### config.mk
export PLATFORM = sky130hd
export DESIGN_NAME = emprb_probe
export DESIGN_NICKNAME = d
export VERILOG_FILES = /design/src/hdl/emprb_pkg.sv /design/src/hdl/emprb_probe.sv
export VERILOG_INCLUDE_DIRS = /design/src /design/src/hdl
export SDC_FILE = /design/constraint.sdc
export NUM_CORES = 1
export LEC_CHECK = 0
export BUFFER_PORTS_ARGS = -buffer_cell sky130_fd_sc_hd__clkbuf_2
export CAP_MARGIN = 20
export CORE_UTILIZATION = 48
export DETAILED_ROUTE_END_ITERATION = 16
export GPL_ROUTABILITY_DRIVEN = 1
export PLACE_DENSITY = 0.69
export SYNTH_ARGS = -nofsm -noshare
export SYNTH_HDL_FRONTEND = slang
export SYNTH_SLANG_ARGS = --single-unit
export TNS_END_PERCENT = 100
### constraint.sdc
create_clock -name ref_clk -period 3.6 [get_ports ref_clk]
set_clock_uncertainty 0.05 [all_clocks]
set_input_delay 0.36 -clock ref_clk [delete_from_list [all_inputs] [get_ports ref_clk]]
set_output_delay 0.36 -clock ref_clk [all_outputs]
set_load 0.1 [all_outputs]
### src/hdl/emprb_cfg.svh
/*
 Timing and reset constants for the emulator probe signal block.
 Assumes inclusion by bare name from hdl/ and a 125 MHz processor clock.
*/
`ifndef EMPRB_CFG_SVH
`define EMPRB_CFG_SVH
`define EMPRB_CLK_MHZ          125
`define EMPRB_INIT_PULSE_US    550
`define EMPRB_INIT_CYCLES      (`EMPRB_INIT_PULSE_US * `EMPRB_CLK_MHZ)
`define EMPRB_LEAD_CYCLES      4
`define EMPRB_TAIL_CYCLES      7
`define EMPRB_CNT_W            17
`define EMPRB_SMALL_W          3
`define EMPRB_INIT_LAST        1
`endif

### src/hdl/emprb_pkg.sv
/*
 Types shared by the emulator probe signal block.
 Assumes no surroundings beyond the compile order.
*/
`include "emprb_cfg.svh"
package emprb_pkg;
    typedef enum logic [2:0] {
        EMPRB_IDLE,
        EMPRB_LEAD,
        EMPRB_RUN,
        EMPRB_FINISH,
        EMPRB_TAIL,
        EMPRB_SELFTEST
    } emprb_state_e;
    typedef logic [`EMPRB_CNT_W-1:0] emprb_cnt_t;
endpackage : emprb_pkg

### src/hdl/emprb_probe.sv
/*
 Probe box coordination lines: init pulse, emulation flag, external break and match pulse.
 Assumes synchronous inputs on ref_clk, a core that fetches on fetch_strobe and reports
 instruction and bus cycle boundaries, and user interrupt requests to be gated here.
*/
//
// Contract
// RQ1 - Reset hardware command gives one 550 us low pulse on init_out_n.
// RQ2 - emulating_flag is high exactly while emulating, output only.
// RQ3 - emulating_flag rises four clocks before the first instruction fetch.
// RQ4 - emulating_flag falls seven clocks after the last emulated bus cycle.
// RQ5 - Only a falling edge on external_break_in requests a break.
// RQ6 - On external break, current instruction finishes, then emulation ends.
// RQ7 - external_break_in never starts emulation.
// RQ8 - A breakpoint condition gives one clock low pulse on breakpoint_match_n.
// RQ9 - Only enabled breakpoint registers end emulation; others only pulse.
// RQ10 - Internal clock select holds breakpoint_match_n high.
// RQ11 - Reset clears test parameters, then a pass/fail self check runs.
// RQ12 - Two independent breakpoint registers, either sources the match pulse.
// RQ13 - Outside emulation, user NMI and reset are ignored; hold passes.
// RQ14 - external_break_in passes two flip-flops before edge detection.
`timescale 1ns/1ps
`include "emprb_cfg.svh"
module emprb_probe
    import emprb_pkg::*;
(
    input  wire logic        ref_clk,
    input  wire logic        reset,
    input  wire logic        reset_hw_cmd,
    input  wire logic        go_cmd,
    input  wire logic        go_register_command,
    input  wire logic [1:0]  bp_enable_in,
    input  wire logic [1:0]  bp_cond_in,
    input  wire logic        internal_clock_select,
    input  wire logic        external_break_in,
    input  wire logic        instr_done,
    input  wire logic        bus_cycle_done,
    input  wire logic        selftest_ok_in,
    input  wire logic        user_nmi_in,
    input  wire logic        user_reset_in,
    input  wire logic        user_hold_in,
    output logic             init_out_n,
    output logic             emulating_flag,
    output logic             breakpoint_match_n,
    output logic             fetch_strobe,
    output logic             core_run,
    output logic             selftest_pass,
    output logic             selftest_done,
    output logic             core_nmi,
    output logic             core_reset,
    output logic             core_hold,
    output logic [1:0]       bp_armed
);
    emprb_state_e state_reg;
    emprb_state_e state_next;
    emprb_cnt_t   init_cnt_reg;
    logic [`EMPRB_SMALL_W-1:0] seq_cnt_reg;
    logic [`EMPRB_SMALL_W-1:0] seq_cnt_next;
    logic         brk_sync1_reg;
    logic         brk_sync2_reg;
    logic         brk_prev_reg;
    logic         brk_pend_reg;
    logic [1:0]   bp_en_reg;

    wire brk_fall    = brk_prev_reg & ~brk_sync2_reg;          // see RQ5
    wire bp_any      = |bp_cond_in;                           // see RQ12
    wire bp_hit_brk  = |(bp_cond_in & bp_en_reg);             // see RQ9
    wire in_run      = (state_reg == EMPRB_RUN);
    wire stop_req    = in_run & (brk_pend_reg | brk_fall | bp_hit_brk);
    wire start_req   = (go_cmd | go_register_command) & (state_reg == EMPRB_IDLE); // see RQ7
    wire lead_done   = (seq_cnt_reg == `EMPRB_SMALL_W'(`EMPRB_LEAD_CYCLES - 1));
    wire tail_done   = (seq_cnt_reg == `EMPRB_SMALL_W'(`EMPRB_TAIL_CYCLES - 1));
    wire emulating_flag_now    = (state_next == EMPRB_LEAD) | (state_next == EMPRB_RUN) |
                       (state_next == EMPRB_FINISH) | (state_next == EMPRB_TAIL);
    wire init_busy   = (init_cnt_reg != '0);

    always_comb begin
        state_next   = state_reg;
        seq_cnt_next = '0;
        case (state_reg)
            EMPRB_SELFTEST: state_next = EMPRB_IDLE;          // see RQ11
            EMPRB_IDLE: begin
                if (start_req) begin
                    state_next = EMPRB_LEAD;                  // see RQ3
                end
            end
            EMPRB_LEAD: begin
                seq_cnt_next = seq_cnt_reg + 1'b1;
                if (lead_done) begin
                    state_next   = EMPRB_RUN;
                    seq_cnt_next = '0;
                end
            end
            EMPRB_RUN: begin
                if (stop_req) begin
                    state_next = EMPRB_FINISH;                // see RQ6
                end
            end
            EMPRB_FINISH: begin
                if (instr_done & bus_cycle_done) begin
                    state_next = EMPRB_TAIL;                  // see RQ4
                end
            end
            EMPRB_TAIL: begin
                seq_cnt_next = seq_cnt_reg + 1'b1;
                if (tail_done) begin
                    state_next   = EMPRB_IDLE;
                    seq_cnt_next = '0;
                end
            end
            default: state_next = EMPRB_IDLE;
        endcase
    end

    // The state register starts in self-test so that every reset runs the check.
    always_ff @(posedge ref_clk) begin
        if (reset) begin
            state_reg <= EMPRB_SELFTEST;                      // see RQ11
        end else begin
            state_reg <= state_next;
        end
    end

    always_ff @(posedge ref_clk) begin
        if (reset) begin
            seq_cnt_reg <= '0;
        end else begin
            seq_cnt_reg <= seq_cnt_next;
        end
    end

    // The break line passes two stages before its edge history is kept.
    always_ff @(posedge ref_clk) begin
        if (reset) begin
            brk_sync1_reg <= 1'b1;
        end else begin
            brk_sync1_reg <= external_break_in;               // see RQ14
        end
    end

    always_ff @(posedge ref_clk) begin
        if (reset) begin
            brk_sync2_reg <= 1'b1;
        end else begin
            brk_sync2_reg <= brk_sync1_reg;                   // see RQ14
        end
    end

    always_ff @(posedge ref_clk) begin
        if (reset) begin
            brk_prev_reg <= 1'b1;
        end else begin
            brk_prev_reg <= brk_sync2_reg;                    // see RQ5
        end
    end

    always_ff @(posedge ref_clk) begin
        if (reset || state_reg != EMPRB_RUN) begin
            brk_pend_reg <= 1'b0;
        end else if (brk_fall) begin
            brk_pend_reg <= 1'b1;
        end
    end

    always_ff @(posedge ref_clk) begin
        if (reset) begin
            bp_en_reg <= '0;                                  // see RQ11
        end else if (start_req) begin
            bp_en_reg <= bp_enable_in;                        // see RQ9
        end
    end

    logic       init_load;
    logic       init_hold;
    emprb_cnt_t init_cnt_next;
    logic       in_selftest;
    logic       init_out_n_next;
    logic       emulating_flag_next;
    logic       breakpoint_match_n_next;
    logic       fetch_strobe_next;
    logic       core_run_next;
    logic       selftest_pass_next;
    logic       selftest_done_next;
    logic       core_nmi_next;
    logic       core_reset_next;
    logic       core_hold_next;
    logic [1:0] bp_armed_next;

    // Next values of the output registers, so that each output leaves a flip-flop.
    assign init_load               = reset_hw_cmd & ~init_busy;         // see RQ1
    assign init_hold               = (init_cnt_reg > emprb_cnt_t'(`EMPRB_INIT_LAST));
    assign init_cnt_next           = init_load ? emprb_cnt_t'(`EMPRB_INIT_CYCLES) :
                                     init_busy ? init_cnt_reg - 1'b1 : init_cnt_reg;
    assign in_selftest             = (state_reg == EMPRB_SELFTEST);
    assign init_out_n_next         = ~(init_load | init_hold);          // see RQ1
    assign emulating_flag_next     = emulating_flag_now;                          // see RQ2
    assign breakpoint_match_n_next = ~(bp_any & ~internal_clock_select); // see RQ8 see RQ10
    assign fetch_strobe_next       = (state_reg == EMPRB_LEAD) & lead_done; // see RQ3
    assign core_run_next           = (state_next == EMPRB_RUN) | (state_next == EMPRB_FINISH);
    assign selftest_pass_next      = in_selftest ? selftest_ok_in : selftest_pass; // see RQ11
    assign selftest_done_next      = in_selftest | selftest_done;       // see RQ11
    assign core_nmi_next           = user_nmi_in & in_run;              // see RQ13
    assign core_reset_next         = user_reset_in & in_run;            // see RQ13
    assign core_hold_next          = user_hold_in;                      // see RQ13
    assign bp_armed_next           = bp_en_reg;                         // see RQ9

    // A command that arrives while a pulse is running is ignored.
    always_ff @(posedge ref_clk) begin
        if (reset) begin
            init_cnt_reg <= '0;
        end else begin
            init_cnt_reg <= init_cnt_next;
        end
    end

    // One short register per output keeps the reset values easy to audit.
    always_ff @(posedge ref_clk) begin
        if (reset) begin
            init_out_n <= 1'b1;
        end else begin
            init_out_n <= init_out_n_next;
        end
    end

    always_ff @(posedge ref_clk) begin
        if (reset) begin
            emulating_flag <= 1'b0;
        end else begin
            emulating_flag <= emulating_flag_next;
        end
    end

    always_ff @(posedge ref_clk) begin
        if (reset) begin
            breakpoint_match_n <= 1'b1;
        end else begin
            breakpoint_match_n <= breakpoint_match_n_next;
        end
    end

    always_ff @(posedge ref_clk) begin
        if (reset) begin
            fetch_strobe <= 1'b0;
        end else begin
            fetch_strobe <= fetch_strobe_next;
        end
    end

    always_ff @(posedge ref_clk) begin
        if (reset) begin
            core_run <= 1'b0;
        end else begin
            core_run <= core_run_next;
        end
    end

    always_ff @(posedge ref_clk) begin
        if (reset) begin
            selftest_pass <= 1'b0;
        end else begin
            selftest_pass <= selftest_pass_next;
        end
    end

    always_ff @(posedge ref_clk) begin
        if (reset) begin
            selftest_done <= 1'b0;
        end else begin
            selftest_done <= selftest_done_next;
        end
    end

    always_ff @(posedge ref_clk) begin
        if (reset) begin
            core_nmi <= 1'b0;
        end else begin
            core_nmi <= core_nmi_next;
        end
    end

    always_ff @(posedge ref_clk) begin
        if (reset) begin
            core_reset <= 1'b0;
        end else begin
            core_reset <= core_reset_next;
        end
    end

    always_ff @(posedge ref_clk) begin
        if (reset) begin
            core_hold <= 1'b0;
        end else begin
            core_hold <= core_hold_next;
        end
    end

    always_ff @(posedge ref_clk) begin
        if (reset) begin
            bp_armed <= '0;
        end else begin
            bp_armed <= bp_armed_next;
        end
    end
endmodule : emprb_probe

==> results.cfg, run 1 <==
[clock_tree]
h-tree-depth = 2
cts-resized-gates = 0
clk_path_buf_depth = 2
clock-sinks = 41
holdBufCountCts = 0
post-cts-setup-buffer-count = 0
cts_tree = built
cts.clk_slew.worst_paths_ps = 80
clk_latency_ps = 300
cts_root_buf = clkbuf_8
cts-buffers-inserted = 5

[synthesis]
synth_top_area_cell = dfxtp_1
yosysWarnings = 0
synth.distinct_cells = 52
synth_seq_area_share_pct = 43.0
synthTopCellsByArea = dfxtp_1 (43%), nor2_1 (4.7%), ha_1 (4.6%)
synth-edff-count = 0
synth_ff_type = dfxtp_1
synth_cells = 215
synth_seq_cells = 41
synth.most_common_cell = dfxtp_1
syn-num-nets = 239
ys_async_sr_fraction_pct = 0
synth_area_um2 = 1910
synth_top_area_share_pct = 43.0
ys_top_cells_by_count = dfxtp_1 (41), nor2_1 (24), a21oi_1 (15)
syn_avg_cell_area_um2 = 8.87

[placed_design]
dpl.hpwl_mm = 2.82
dp.cells = 283
place_area_um2 = 2070
port_buffers = 28
globalplace.congestion = 0.864

[setup_path]
r2r_slack_ps = 1460
crit_family = simple AND/OR/NAND/NOR gates
worst_ep_required_time_ps = 3740
worstSetupStartpointType = flop
rr_startpoint = init_cnt_reg[0]
crit_path_max_fanout = 8
endpoint_kind = flop
critPathKind = flop to flop
path_cells = inv_1 > ha_1 > nor4b_2 > and3_1 > a21oi_1 > mux2_1
timing.critical_path.buf_inv = 1
arrival_ps = 2280
slowest_delay_ps = 430
crit_start = init_cnt_reg[0]
critPathSlowestCell = and3_1

[sta]
rsz0062_at_grt = no
hold_viol_final = 0
tightest_slew_ps = 570
setup_viol = 0
relSlewSlack_pct = 61.6
fin_crit_sh_pct = 59.5
post-route-min-period_ps = 2140
max_freq_mhz = 467
finalSetupTns_ps = 0
drv_slew = 0
whs_ps = 192

[global_routing]
grt_pass1_vias = 1573
grt-ovfl-total = 0
grt_first_pass_wirelength_mm = 7.19
grt_max_degree = 29
antenna_found_initial = 0
track_usage_pct = 22.4

[die]
die_area_um2 = 4230
io_pins = 29
die_h_um = 65.1
start_util_pct = 51.0
core-area_um2 = 3740
row_count = 22
fp.dieW_um = 65.1

[hold_path]
hp-start = external_break_in
hold_path_class = input port to flop

[detailed_routing]
wl_per_cell_um = 13.9
dr_wl_met3_um = 235
met1Wirelength_mm = 1.94
top_layer = met4
drtPass1Iterations = 5
drt_wl_total_mm = 4.04
dr_total_vias = 1661
ant_nets = 0
vias_per_cell = 5.73
drt_iter0_drc = 119
wl_met2_mm = 1.80
drc = 0

[final_layout]
largest_reg_flops = 17
antenna_cells = 0
layout.nets = 266
final_area_um2 = 2150
drive_above_1_share_pct = 17.8
syn2layout_area_growth_pct = 12.9
stdcell_count = 290
nFillCells = 360

[run_status]
status = completed

[power]
powerDensity_nw_per_um2 = 856
p_leak_nw = 0.885
irDropWorstVdd_v = 0.000631

[flow_run]
cap_violations = 0
[kinds of logic (layout without fill, tap and decap cells)]
logic type                 count (synthesis)  after routing  share of synthesized area, %
AOI/OAI and AO/OA                         48             48                          16.3
DFF                                       41             41                          43.0
adders and majority gates                  7              7                          4.59
xor gates and xnor gates                   2              2                         0.918
and+or+nand+nor                           92             92                          27.6
buffers and inverters                     18             45                          3.87
muxes                                      7              7                          3.74
[final timing paths]
path	to	cells after the start
setup / recovery	init_cnt_reg[9]	6
hold / removal	brk_sync1_reg	2
setup reg to reg	init_cnt_reg[9]	6
hold reg to reg	brk_sync2_reg	1
[power breakdown]
part | total [W] | switching, W | internal (W) | leakage [nW]
registers | 0.000693 | 0.000142 | 0.000552 | 0.336
logic | 0.000860 | 0.000549 | 0.000311 | 0.507
clock network | 0.000291 | 0.000157 | 0.000134 | 0.0412
total | 0.00184 | 0.000848 | 0.000996 | 0.885
[layout by cell type (no fill, tap or decap), types with 7 or more instances in the layout]
cell type / n
clkbuf_2: 28
nor2_1: 24
inv_1: 9
nor3_1: 9
o21ai_0: 9
dfxtp_1: 41
a21oi_1: 15
nand2_1: 10
nand3_1: 10
ha_1: 7
[through the flow]
stage	setup slack [ps]	power (W)	util [%]
after floorplan	1770	0.00139	-
after global placement	1570	0.00154	55.3
after detailed placement	1510	0.00155	55.3
after CTS	1510	0.00184	57.5
after global routing	1240	0.00199	57.5
final	1460	0.00184	57.5
[per-layer routing]
metal  up-vias  track usage (%)
met3         7             5.11
li1        836                -
met5         -                0
met2        50             33.5
met1       768             30.6
met4         0             9.51
[final cells by class]
class	count	area [um^2]	share of cell area (%)
multi-input cells	156	1010	47.1
flip-flops and latches	41	821	38.1
repair buffers	28	140	6.51
clock buffers	6	72.6	3.37
well taps	48	60.1	2.79
inverters	10	37.5	1.74
clock inverters	1	8.76	0.407
Power figures use the tool's default switching activity.
==> run 2: changes to the inputs <==
Settings changed: ABC_AREA set to 1.
Clock period 3.6 ns to 2.2 ns, I/O delays scaled along.
==> results.cfg, run 2 <==
[run_status]
status = completed

[sta]
drv_slew = 0
tightest_slew_ps = 553
fin_crit_sh_pct = 74.8
relSlewSlack_pct = 63.3
hold_viol_final = 0
rsz0062_at_grt = no
post-route-min-period_ps = 1650
finalSetupTns_ps = 0
setup_viol = 0
max_freq_mhz = 608

[synthesis]
synth_seq_area_share_pct = 41.2
synth_area_um2 = 1990
synth_seq_cells = 41
synth.most_common_cell = nand2_1
synthTopCellsByArea = dfxtp_1 (41%), nand2_1 (11%), nor2_1 (9.6%)
syn-num-nets = 298
synth.distinct_cells = 26
ys_async_sr_fraction_pct = 0
synth-edff-count = 0
synth_top_area_cell = dfxtp_1
synth_cells = 274
syn_avg_cell_area_um2 = 7.27
ys_top_cells_by_count = nand2_1 (58), nor2_1 (51), dfxtp_1 (41), inv_1 (41), a21oi_1 (15)
synth_ff_type = dfxtp_1
yosysWarnings = 0
synth_top_area_share_pct = 41.2

[setup_path]
arrival_ps = 1770
crit_path_max_fanout = 17
crit_family = simple AND/OR/NAND/NOR gates
worstSetupStartpointType = flop
path_cells = inv_1 > ha_1 > nand2_4 > nor2_8 > nand3_4 > o21ai_0 > nor2_1
crit_start = init_cnt_reg[0]
slowest_delay_ps = 340
timing.critical_path.buf_inv = 1
worst_ep_required_time_ps = 2330
rr_startpoint = init_cnt_reg[0]
endpoint_kind = flop
critPathKind = flop to flop
critPathSlowestCell = dfxtp_1

[clock_tree]
cts_tree = built
cts-resized-gates = 0
h-tree-depth = 2
cts.clk_slew.worst_paths_ps = 90
post-cts-setup-buffer-count = 0
clk_latency_ps = 300
holdBufCountCts = 0
cts-buffers-inserted = 5
cts_root_buf = clkbuf_8
clk_path_buf_depth = 2
clock-sinks = 41

[global_routing]
grt_pass1_vias = 1547
track_usage_pct = 20.1
grt_first_pass_wirelength_mm = 6.53
grt-ovfl-total = 0
antenna_found_initial = 0
grt_max_degree = 20

[die]
start_util_pct = 49.8
core-area_um2 = 4000
row_count = 23
die_h_um = 66.4
fp.dieW_um = 66.4
die_area_um2 = 4410
io_pins = 29

[detailed_routing]
vias_per_cell = 4.71
drt_iter0_drc = 69
drt_wl_total_mm = 3.77
ant_nets = 0
wl_per_cell_um = 10.6
drc = 0
dr_total_vias = 1677
drtPass1Iterations = 4

[flow_run]
cap_violations = 0

[hold_path]
hold_path_class = input port to flop
hp-start = external_break_in

[final_layout]
layout_commonest_cell = nand2_1
syn2layout_area_growth_pct = 15.8
stdcell_count = 356
antenna_cells = 0
layout.nets = 329
final_cell_mix = nand2_1 (58), nor2_1 (51), inv_1 (41), dfxtp_1 (41), clkbuf_2 (28)
largest_reg_flops = 17
drive_above_1_share_pct = 17.6

[placed_design]
dpl.hpwl_mm = 2.87
dp.cells = 348
port_buffers = 28
globalplace.congestion = 0.827

[power]
p_leak_nw = 1.14
powerDensity_nw_per_um2 = 1400
irDropWorstVdd_v = 0.000556
run 2: cell count changes after synthesis, sizes merged, moves of 6 or more:
cell   previous run  this run
mux2i             6         0
inv               9        41
nand2            10        63
nor4              6         0
nor2b             6         0
nor2             24        59
run 2: through the flow:
step	total power, W	hold WS [ps]	util (%)	instance area (um^2)	setup slack, ps
after floorplan	0.00229	267	-	1990	773
after global placement	0.00251	342	54.2	2170	627
after detailed placement	0.00253	347	54.2	2170	580
after CTS	0.00327	40.5	57.7	2310	544
after global routing	0.00351	31.8	57.7	2310	365
final	0.00324	45.7	57.7	2310	554
run 2: path summary, 6_finish.rpt:
kind              cells past startpoint  slack, ps               to
hold reg to reg                       1        370    brk_sync2_reg
setup / recovery                      7        550  init_cnt_reg[1]
setup reg to reg                      7        550  init_cnt_reg[1]
hold / removal                        2         50    brk_sync1_reg
run 2: kinds of logic (layout without fill, tap and decap cells):
group | after synthesis | in the layout | share of synthesized area, %
AND/OR/NAND/NOR | 145 | 145 | 34.8
adder cells (fa/ha/maj) | 7 | 7 | 4.40
AO/OA/AOI/OAI | 27 | 27 | 6.91
flip-flops | 41 | 41 | 41.2
buffers and inverters | 46 | 78 | 9.17
XOR/XNOR | 8 | 8 | 3.52
run 2: routing by layer:
metal	part of all wire, %	routed length [um]	global-route usage [%]
met2	48	1820	35.6
met5	0	0	0
met3	4.0	152	5.17
met1	46	1730	22.4
met4	2.0	74	9.04
run 2: where the power goes:
part / leakage, nW / internal, W / switching [W]
registers: 0.337 / 0.000883 / 0.000118
logic: 0.740 / 0.000504 / 0.00100
clock network: 0.0687 / 0.000457 / 0.000277
total: 1.14 / 0.00184 / 0.00140
run 2: layout make-up:
| cell class | count | area, um^2 |
|---|---|---|
| clock buffers | 5 | 68.8 |
| fillers | 386 | 1690 |
| clock inverters | 3 | 68.8 |
| repair buffers | 28 | 140 |
| flip-flops and latches | 41 | 821 |
| well taps | 50 | 62.6 |
| inverters | 42 | 158 |
| multi-input cells | 187 | 988 |
